### src/pkg/dop_map.svh
`ifndef DOP_MAP_SVH
`define DOP_MAP_SVH

`define DOP_CODE_W 10
`define DOP_MSB 9
`define DOP_LATENCY 5
`define DOP_CODE_RST 10'h200
`define DOP_FIFO_W 20
`define DOP_FIFO_DEPTH 8

`endif

### src/pkg/dop_pkg.sv
`include "dop_map.svh"

package dop_pkg;

  typedef logic [`DOP_CODE_W-1:0] dop_code_t;

  typedef struct packed {
    dop_code_t a;
    dop_code_t b;
  } dop_pair_s;

  typedef struct packed {
    logic fmt_twos;
    logic sleep;
    logic shutdown;
    logic out_en_n;
  } dop_ctrl_s;

  typedef enum logic [2:0] {
    DOP_RUN = 3'b001,
    DOP_HALT = 3'b010,
    DOP_WAKE = 3'b100
  } dop_state_e;

endpackage

### src/hdl/dop_fifo.sv
`timescale 1ns/10ps
`default_nettype none

module dop_fifo #(
  parameter int WIDTH = 20,
  parameter int DEPTH = 8
) (
  // clock and reset
  input wire logic core_clk,
  input wire logic rst,
  // fill side
  input wire logic in_valid,
  output logic in_ready,
  input wire logic [WIDTH-1:0] in_data,
  // drain side
  output logic out_valid,
  input wire logic out_ready,
  output logic [WIDTH-1:0] out_data
);
  localparam int AW = $clog2(DEPTH);
  logic [WIDTH-1:0] mem [DEPTH];
  logic [AW-1:0] wp_q, wp_d, rp_q, rp_d;
  logic [AW:0] cnt_q, cnt_d;
  logic wr, rd;

  always_comb begin
    in_ready = (cnt_q != (AW+1)'(DEPTH));
    out_valid = (cnt_q != '0);
    out_data = mem[rp_q];
    wr = in_valid && in_ready;
    rd = out_valid && out_ready;
    wp_d = wr ? AW'(wp_q + 1'b1) : wp_q;
    rp_d = rd ? AW'(rp_q + 1'b1) : rp_q;
    cnt_d = cnt_q;
    if (wr && !rd) begin
      cnt_d = cnt_q + 1'b1;
    end else if (rd && !wr) begin
      cnt_d = cnt_q - 1'b1;
    end
  end

  always_ff @(posedge core_clk) begin
    if (wr) begin
      mem[wp_q] <= in_data;
    end
    if (rst) begin
      wp_q <= '0;
      rp_q <= '0;
      cnt_q <= '0;
    end else begin
      wp_q <= wp_d;
      rp_q <= rp_d;
      cnt_q <= cnt_d;
    end
  end
endmodule

`default_nettype wire

### src/hdl/dop_port.sv
`timescale 1ns/10ps
`default_nettype none
`include "dop_map.svh"

// Contract
// sample both channels every rising clock edge
// code reaches outputs five cycles after capture
// words change on rising edge, captured next
// format low offset binary, high twos complement
// twos complement is offset code, msb inverted
// output enable high releases all twenty lines
// shutdown with outputs enabled holds last code
// sleep stops conversion on both channels
// separate A and B words, one clock
// output enable is active low
// shutdown high powers down, low runs
// bit 9 msb, bit 0 lsb
// pipeline frozen in sleep/shutdown, five-cycle wake
module dop_port (
  // clock and reset
  input wire logic core_clk,
  input wire logic rst,
  // converter samples, offset binary, bit 9 msb
  input wire dop_pkg::dop_pair_s sample_in,
  // control pins
  input wire dop_pkg::dop_ctrl_s ctrl_in,
  // fifo back-pressure to the sample source
  output logic sample_ready,
  // output words, two signals per pin
  output dop_pkg::dop_code_t chan_a_code,
  output dop_pkg::dop_code_t chan_b_code,
  output logic [2*`DOP_CODE_W-1:0] code_oe_n,
  output logic code_valid
);
  import dop_pkg::*;

  dop_state_e st_q, st_d;
  dop_pair_s pipe_q [`DOP_LATENCY-1];
  dop_pair_s pipe_d [`DOP_LATENCY-1];
  logic [`DOP_LATENCY-2:0] pv_q, pv_d;
  logic [2:0] wake_q, wake_d;
  dop_code_t a_q, a_d, b_q, b_d;
  logic [2*`DOP_CODE_W-1:0] oe_q, oe_d;
  logic vld_q, vld_d, rdy_q, rdy_d;
  logic halt, adv, f_valid, f_ready;
  dop_pair_s f_data;

  // sample buffer; neither fills nor drains while halted, so no stale
  // samples pile up and the latency stays fixed after wake-up
  dop_fifo #(.WIDTH(`DOP_FIFO_W), .DEPTH(`DOP_FIFO_DEPTH)) u_fifo (
    .core_clk(core_clk),
    .rst(rst),
    .in_valid(!halt),
    .in_ready(f_ready),
    .in_data(sample_in),
    .out_valid(f_valid),
    .out_ready(adv),
    .out_data(f_data)
  );

  always_comb begin
    halt = ctrl_in.sleep || ctrl_in.shutdown;
    adv = !halt && f_valid;
    st_d = st_q;
    wake_d = wake_q;
    unique case (st_q)
      DOP_RUN: begin
        if (halt) st_d = DOP_HALT;
      end
      DOP_HALT: begin
        if (!halt) begin
          st_d = DOP_WAKE;
          wake_d = '0;
        end
      end
      DOP_WAKE: begin
        if (halt) begin
          st_d = DOP_HALT;
        end else if (wake_q == 3'(`DOP_LATENCY - 1)) begin
          st_d = DOP_RUN;
        end else begin
          wake_d = wake_q + 3'h1;
        end
      end
    endcase
    pipe_d = pipe_q;
    pv_d = pv_q;
    if (adv) begin
      // four stages plus the output latch
      pipe_d[0] = f_data;
      pv_d[0] = 1'b1;
      for (int i = 1; i < `DOP_LATENCY - 1; i++) begin
        pipe_d[i] = pipe_q[i-1];
        pv_d[i] = pv_q[i-1];
      end
    end
    a_d = a_q;
    b_d = b_q;
    vld_d = vld_q;
    if (adv) begin

      a_d = pipe_q[`DOP_LATENCY-2].a ^ {ctrl_in.fmt_twos, 9'h000};
      b_d = pipe_q[`DOP_LATENCY-2].b ^ {ctrl_in.fmt_twos, 9'h000};
      vld_d = pv_q[`DOP_LATENCY-2] && (st_q == DOP_RUN);
    end else if (halt) begin
      vld_d = 1'b0; // codes held, marked stale
    end
    oe_d = {2*`DOP_CODE_W{ctrl_in.out_en_n}};
    rdy_d = f_ready && !halt;
  end

  always_ff @(posedge core_clk) begin
    if (rst) begin
      st_q <= DOP_HALT;
      wake_q <= '0;
      pv_q <= '0;
      a_q <= `DOP_CODE_RST;
      b_q <= `DOP_CODE_RST;
      vld_q <= 1'b0;
      oe_q <= '1;
      rdy_q <= 1'b0;
      for (int i = 0; i < `DOP_LATENCY - 1; i++) begin
        pipe_q[i] <= '0;
      end
    end else begin
      st_q <= st_d;
      wake_q <= wake_d;
      pv_q <= pv_d;
      pipe_q <= pipe_d;
      a_q <= a_d;
      b_q <= b_d;
      vld_q <= vld_d;
      oe_q <= oe_d;
      rdy_q <= rdy_d;
    end
  end

  assign chan_a_code = a_q;
  assign chan_b_code = b_q;
  assign code_oe_n = oe_q;
  assign code_valid = vld_q;
  assign sample_ready = rdy_q;
endmodule

`default_nettype wire

### config.mk
export PLATFORM = sky130hd
export DESIGN_NAME = dop_port
export DESIGN_NICKNAME = d
export VERILOG_FILES = /design/src/pkg/dop_pkg.sv /design/src/hdl/dop_fifo.sv /design/src/hdl/dop_port.sv
export VERILOG_INCLUDE_DIRS = /design/src /design/src/pkg
export SDC_FILE = /design/constraint.sdc
export NUM_CORES = 1
export LEC_CHECK = 0
export BUFFER_PORTS_ARGS = -buffer_cell sky130_fd_sc_hd__buf_2
export CORE_MARGIN = 1
export CORE_UTILIZATION = 52
export CTS_BUF_LIST = sky130_fd_sc_hd__clkbuf_8
export DETAILED_ROUTE_END_ITERATION = 12
export HOLD_SLACK_MARGIN = 0.03
export PLACE_DENSITY = 0.83
export SYNTH_ARGS = -nofsm -noshare
export SYNTH_HDL_FRONTEND = slang
export SYNTH_SLANG_ARGS = --single-unit
### constraint.sdc
create_clock -name core_clk -period 3.2 [get_ports core_clk]
set_input_delay 0.16 -clock core_clk [delete_from_list [all_inputs] [get_ports core_clk]]
set_output_delay 0.16 -clock core_clk [all_outputs]
set_load 0.02 [all_outputs]
# Word-level counts from Yosys, hierarchy flattened

Memory sizes are Yosys's and may differ from the RTL's. A register that Yosys moved wholly into a read port is not among the register bits.
Cells that the tools add are included.

Memories: 1
Input port bits: 26
Memory bits (read-only): 0
Word-level logic and storage cells: 66
Output and inout bits: 42
Bits in registers: 103
Latch bits: 0
Bits in writable memories: 160

Memory list:

| name       | words | bits a word | read ports | clocked after Yosys merged registers in | write ports | RTL line       | text |
|---|---|---|---|---|---|---|---|
| u_fifo.mem | 8     | 20          | 1          | 1                                       | 1           | dop_fifo.sv:21 | `logic [WIDTH-1:0] mem [DEPTH];` |

Eq/ne operators: 10
Reductions and logical operators: 16
Div/mod/pow operators: 0
Muxes and demuxes: 15
Bitwise gates (word level): 2
Multiply operators: 0
Magnitude comparators: 0
Shift operators: 0
Add/subtract/negate cells: 5

Operators with widths:

| operator                                         | number |
|---|---|
| two-way mux 3 bit                                | 7 |
| XOR 10 bit                                       | 2 |
| adder 3 x 1 -> 3 bit, second input constant      | 3 |
| one-hot mux 3 bit (3 select lines)               | 1 |
| two-way mux 4 bit                                | 2 |
| inequality test 2 bit, second input constant     | 4 |
| == test 3 bit, second input constant             | 2 |
| logical AND 1 bit                                | 6 |
| one-hot mux 3 bit (2 select lines)               | 1 |
| nonzero test 2 bit                               | 3 |
| adder 4 x 1 -> 4 bit, second input constant      | 1 |
| two-way mux 1 bit                                | 4 |
| inequality test 4 bit, second input constant     | 1 |
| AND reduction 4 bit                              | 1 |
| nonzero test 4 bit                               | 1 |
| subtractor 4 x 1 -> 4 bit, second input constant | 1 |
| == test 3 x 1 -> 1 bit, second input constant    | 1 |
| == test 3 x 2 -> 1 bit, second input constant    | 1 |
| logical NOT 1 bit                                | 3 |
| inequality test 3 bit, second input constant     | 1 |
| AND reduction 3 bit                              | 1 |
| logical OR 1 bit                                 | 1 |

# Logic depth before layout (Yosys ltp)

Depth after elaboration: 7
Gate-level depth with buffers: 14

# Hierarchy

Synthesis repeated with hierarchy kept, for this count alone.

Cell total of the unflattened synthesis: 818
Area total of the unflattened synthesis: 10,959.3 um2

Modules (own cells, without submodules):

| module   | cells each | instances | area each (um2) | seq. area each (um2) |
|---|---|---|---|---|
| dop_fifo | 304        | 1         | 6,805.3         | 5,064.9 |
| dop_port | 514        | 1         | 4,154.0         | 2,262.2 |

# Least setup slack after synthesis

OpenSTA, ideal clock, no wires.

Path kind: reg-to-reg
Start: reg u_fifo.cnt_q[0]
End: mem u_fifo.mem[0][0] (enable)
Buffers on the path: 1
Stages on the path, launching flop included: 5
Setup slack: 0.119 ns
Arrival: 2.633 ns
Setup time: 0.448 ns
Data required time: 2.752 ns
Cell sequence: dfxtp_1 -> buf_6 -> or4b_2 -> nand2_1 -> nor4_1

Longest elaborated chain between the ends: 4

RTL lines:

| element                                 | RTL line       | text |
|---|---|---|
| start, declared                         | dop_fifo.sv:23 | `logic [AW:0] cnt_q, cnt_d;` |
| start signal, assigned                  | dop_fifo.sv:53 | `cnt_q <= cnt_d;` |
| inequality test 4 bit                   | dop_fifo.sv:27 | `in_ready = (cnt_q != (AW+1)'(DEPTH));` |
| logical AND 1 bit                       | dop_fifo.sv:30 | `wr = in_valid && in_ready;` |
| two-way mux 1 bit                       | dop_fifo.sv:43 | `if (wr) begin` |
| two-way mux 1 bit (implied by the code) | dop_fifo.sv:44 | `mem[wp_q] <= in_data;` |
| end, declared                           | dop_fifo.sv:21 |  |

Every way passes these cells.

# Worst setup path after layout

Start: reg u_fifo.cnt_q[0]
End: reg u_fifo.cnt_q[3]

Elaborated cells on any way between the ends: 14
Those cells by class: add/sub: 2; eq/ne: 1; mux: 2; reduce/logical: 9

RTL lines:

| element                      | RTL line       | text |
|---|---|---|
| inequality test 4 bit (*)    | dop_fifo.sv:27 |  |
| logical AND 1 bit (*)        | -              |  |
| net rdy_d                    | dop_port.sv:44 | `logic vld_q, vld_d, rdy_q, rdy_d;` |
| logical NOT 1 bit            | dop_fifo.sv:37 | `end else if (rd && !wr) begin` |
| logical AND 1 bit            | dop_fifo.sv:37 |  |
| nonzero test 2 bit (no line) | -              |  |

Mark *: on every way through the listed nets, which the timed path passes. The rest lies on a longest branch. The select of a mux whose other input is x is not followed.
A chain may end at the register's enable or synchronous reset.

==> run_results.csv <==
group,metric,value,unit
layout,fraction_of_layout_cells_with_a_size_suffix_above_1,20.4,%
clock_tree,tritoncts,"done",
timing,unrepaired_setup_endpoints_after_global_routing,"false",
die,floorplan.initialDensity,53.7,%
pwr,power.leakage,0.00403,µW
die,floorplan.core_area,19700,µm²
layout,area.growth.synth_to_final,13.7,%
layout,design.final.nets,922,
synthesis,synthTopCellsByArea,"sky130_fd_sc_hd__edfxtp_1 (46%), sky130_fd_sc_hd__dfxtp_1 (23%), sky130_fd_sc_hd__mux4_2 (8.5%)",
drt,post_drt_via_cell_ratio,5.23,
drt,drt-pass1-iter-count,5,
timing,worst_slew_pin_slew,1.00,ns
synthesis,synth-edff-count,160,
critical_path,crit_path_required_time,3.60,ns
status,status,"complete, no violations",
clock_tree,cts_num_sinks,283,
synthesis,synth.ff_latch_count,283,
clock_tree,cts_max_path_buffers,3,
timing,timing.max_slew.rel_slack,33.0,%
place,gp_routability_congestion,0.721,
clock_tree,clock_latency,0.53,ns
timing,number_of_hold_violations_in_the_final_report,0,
layout,mostFrequentLayoutCells,"sky130_fd_sc_hd__nand2_1 (170), sky130_fd_sc_hd__edfxtp_1 (160), sky130_fd_sc_hd__dfxtp_1 (122)",
timing,max_clock_freq,0.361,GHz
synthesis,synth_largest_area_cell,"sky130_fd_sc_hd__edfxtp_1",
drt,wl_per_cell,15.6,µm
drt,detailedRoute.firstIterationViolations,439,
drt,routed_wl,18.5,mm
die,die_ar,20900,µm²
global_route,grt_remaining_overflow,0,
synthesis,yosys_most_used_dff,"sky130_fd_sc_hd__edfxtp_1",
die,core.rowCount,51,
synthesis,ys_types,39,
timing,setup_viol,0,
clock_tree,cts-htree-levels,2,
clock_tree,numCtsBuffers,44,
timing,min_period_over_period,86.6,%
place,place_hpwl,10.4,mm
pwr,design_power,7960,µW
critical_path,critical_path.endpoint,"u_fifo.cnt_q[3]$_SDFFE_PP0P_",
global_route,initial_antenna_violation_count,1,
timing,final.setup.tns,0,ns
drt,drc_errors,0,
die,floorplan_die_width,144,µm
place,dpl.cell_count,1083,
die,die_h,144,µm
timing,timing.clock.skew,0.0170,ns
critical_path,crit_start,"u_fifo.cnt_q[0]$_SDFFE_PP0P_",
synthesis,yosysWarningCount,0,
critical_path,timing_worst_setup_path_type,"flip-flop to flip-flop",
synthesis,async_reset_ff_share,0,%
synthesis,yosys.area.top_type_share,45.6,%
critical_path,r2r_setup_slack,0.43,ns
critical_path,worstSetupEndpointType,"flip-flop",
global_route,maximum_number_of_pins_on_one_net_before_global_route_repair,105,
synthesis,syn_inst,804,
synthesis,synth_sequential_area_ratio,68.9,%
place,io_buffers,67,
critical_path,reg2reg_to,"u_fifo.cnt_q[3]$_SDFFE_PP0P_",
layout,final_instance_count_without_filler_cells,1182,
critical_path,worstRegToRegCells,10,
clock_tree,clock_tree_root,"sky130_fd_sc_hd__clkbuf_8",
critical_path,cp.arrival,3.17,ns
synthesis,postSynthNetCount,837,
critical_path,critical_path.startpoint_type,"flip-flop",
synthesis,synth_area,10500,µm²
critical_path,crit_fanout,7,
pwr,worst_ir_drop_vdd,0.360,mV
drt,route.vias.total,6183,
die,num_io_pins,68,
worst_hold_path,worst_hold_path_type,"input pin to flip-flop",
layout,final_common_cell,"sky130_fd_sc_hd__nand2_1",
job,max-cap-violations,0,
timing,min_period,2.77,ns
synthesis,synthesis.area_per_instance,13.1,µm²
global_route,grt_pass1_wl,29.6,mm
clock_tree,cts.reportedPaths.clkPinSlew,0.06,ns
global_route,grt_pass1_vias,5952,
pwr,power_density,664,nW/µm²
global_route,grt_usage,18.7,%
timing,count_of_pins_over_their_slew_limit,0,
critical_path,regToRegStartpoint,"u_fifo.cnt_q[0]$_SDFFE_PP0P_",
drt,ant_nets,0,
routing by layer:
layer / global-route usage (%) / wire length (µm) / up-vias
met2: 31.0 / 8900 / 176
met1: 24.2 / 8110 / 2927
met5: 0 / 0 / -
li1: - / - / 3038
met3: 3.77 / 1050 / 42
met4: 7.59 / 398 / 0
cell families (layout without fill, tap and decap cells):
group	count (synthesis)	in the layout	synth area share [%]
flip-flops	283	283	68.9
buffers and inverters	77	189	4.18
AND/OR/NAND/NOR	264	264	10.3
other	0	1	0
adder cells (fa/ha/maj)	7	7	0.830
multiplexers	42	42	8.74
XOR/XNOR	9	9	0.747
AO/OA/AOI/OAI	122	122	6.25
how the worst min path moves through the flow:
| stage | startpoint | endpoint | slack [ns] | cells after the start |
|---|---|---|---|---|
| floorplan | sample_in[0] | u_fifo.mem[0][0]$_DFFE_PP_ | 0.26 | 0 |
| finish | rst | u_fifo.cnt_q[2]$_SDFFE_PP0P_ | 0.21 | 2 |
| detailed placement | ctrl_in[0] | code_oe_n[0]$_SDFF_PP1_ | 0.35 | 2 |
| CTS | rst | sample_ready$_SDFF_PP0_ | 0.20 | 2 |
| global route | rst | u_fifo.cnt_q[1]$_SDFFE_PP0P_ | 0.25 | 2 |
| global placement | ctrl_in[0] | code_oe_n[0]$_SDFF_PP1_ | 0.35 | 2 |
registers in the layout, indices dropped and copies added, names as in the netlist:
name          count
chan_a_code      10
chan_b_code      10
code_oe_n         1
code_valid        1
pipe_q           80
pv_q              4
sample_ready      1
st_q              3
u_fifo.cnt_q      4
u_fifo.mem      160
u_fifo.rp_q       3
u_fifo.wp_q       3
wake_q            3
through the flow:
| step | util (%) | instance area, µm² | setup WS [ns] | hold slack, ns |
|---|---|---|---|---|
| floorplan | - | 10500 | 0.119 | 0.259 |
| global placement | 55.9 | 11000 | 0.500 | 0.350 |
| detailed placement | 55.9 | 11000 | 0.444 | 0.347 |
| CTS | 61.0 | 12000 | 0.439 | 0.200 |
| global route | 61.0 | 12000 | 0.313 | 0.254 |
| finish | 61.0 | 12000 | 0.427 | 0.213 |
what timing repair did:
item	CTS	global route
hold endpoints to repair	168	0
hold buffers	25	0
endpoints found under the setup margin	0	0
setup buffers	0	0
gates resized for setup	0	0
final cells by class:
cell class / count / area (µm²)
antenna: 1 / 2.50
clock buffer: 45 / 619
clock inverter: 28 / 145
fill: 1568 / 7660
inverter: 7 / 31.3
multi-input combinational: 444 / 2870
sequential: 283 / 7270
tap: 265 / 332
timing repair buffer: 109 / 728
Yosys cell counts (2+ instances only):
| master | n |
|---|---|
| sky130_fd_sc_hd__nand3_1 | 5 |
| sky130_fd_sc_hd__a21oi_1 | 89 |
| sky130_fd_sc_hd__nand4_1 | 2 |
| sky130_fd_sc_hd__nor2b_1 | 2 |
| sky130_fd_sc_hd__edfxtp_1 | 160 |
| sky130_fd_sc_hd__ha_1 | 7 |
| sky130_fd_sc_hd__buf_4 | 19 |
| sky130_fd_sc_hd__nand2b_1 | 5 |
| sky130_fd_sc_hd__nand2_1 | 170 |
| sky130_fd_sc_hd__a211o_1 | 2 |
| sky130_fd_sc_hd__mux4_2 | 40 |
| sky130_fd_sc_hd__inv_1 | 6 |
| sky130_fd_sc_hd__and2_1 | 2 |
| sky130_fd_sc_hd__xor2_1 | 2 |
| sky130_fd_sc_hd__nor2_1 | 40 |
| sky130_fd_sc_hd__o21a_1 | 2 |
| sky130_fd_sc_hd__o21ai_0 | 5 |
| sky130_fd_sc_hd__buf_2 | 21 |
| sky130_fd_sc_hd__dfxtp_1 | 123 |
| sky130_fd_sc_hd__clkbuf_1 | 24 |
| sky130_fd_sc_hd__xnor2_1 | 7 |
| sky130_fd_sc_hd__nor3_1 | 31 |
| sky130_fd_sc_hd__buf_6 | 5 |
| sky130_fd_sc_hd__o22ai_1 | 20 |
worst max-delay path: stages, from the launching register on:
cell	delay [ns]
sky130_fd_sc_hd__dfxtp_1	0.37
sky130_fd_sc_hd__or4b_2	0.70
sky130_fd_sc_hd__nand2_1	0.11
sky130_fd_sc_hd__inv_1	0.08
sky130_fd_sc_hd__ha_1	0.21
sky130_fd_sc_hd__inv_1	0.10
sky130_fd_sc_hd__ha_1	0.27
sky130_fd_sc_hd__a21oi_1	0.20
sky130_fd_sc_hd__a211oi_1	0.10
sky130_fd_sc_hd__a31oi_1	0.16
sky130_fd_sc_hd__mux2_2	0.34
where the power goes:
group	total [µW]	internal [µW]	switching (µW)	leakage, µW
Combinational	1210	493	717	0.00114
Clock	2630	1380	1250	0.000451
Sequential	4120	4020	100	0.00244
Power figures use the tool's default switching activity.
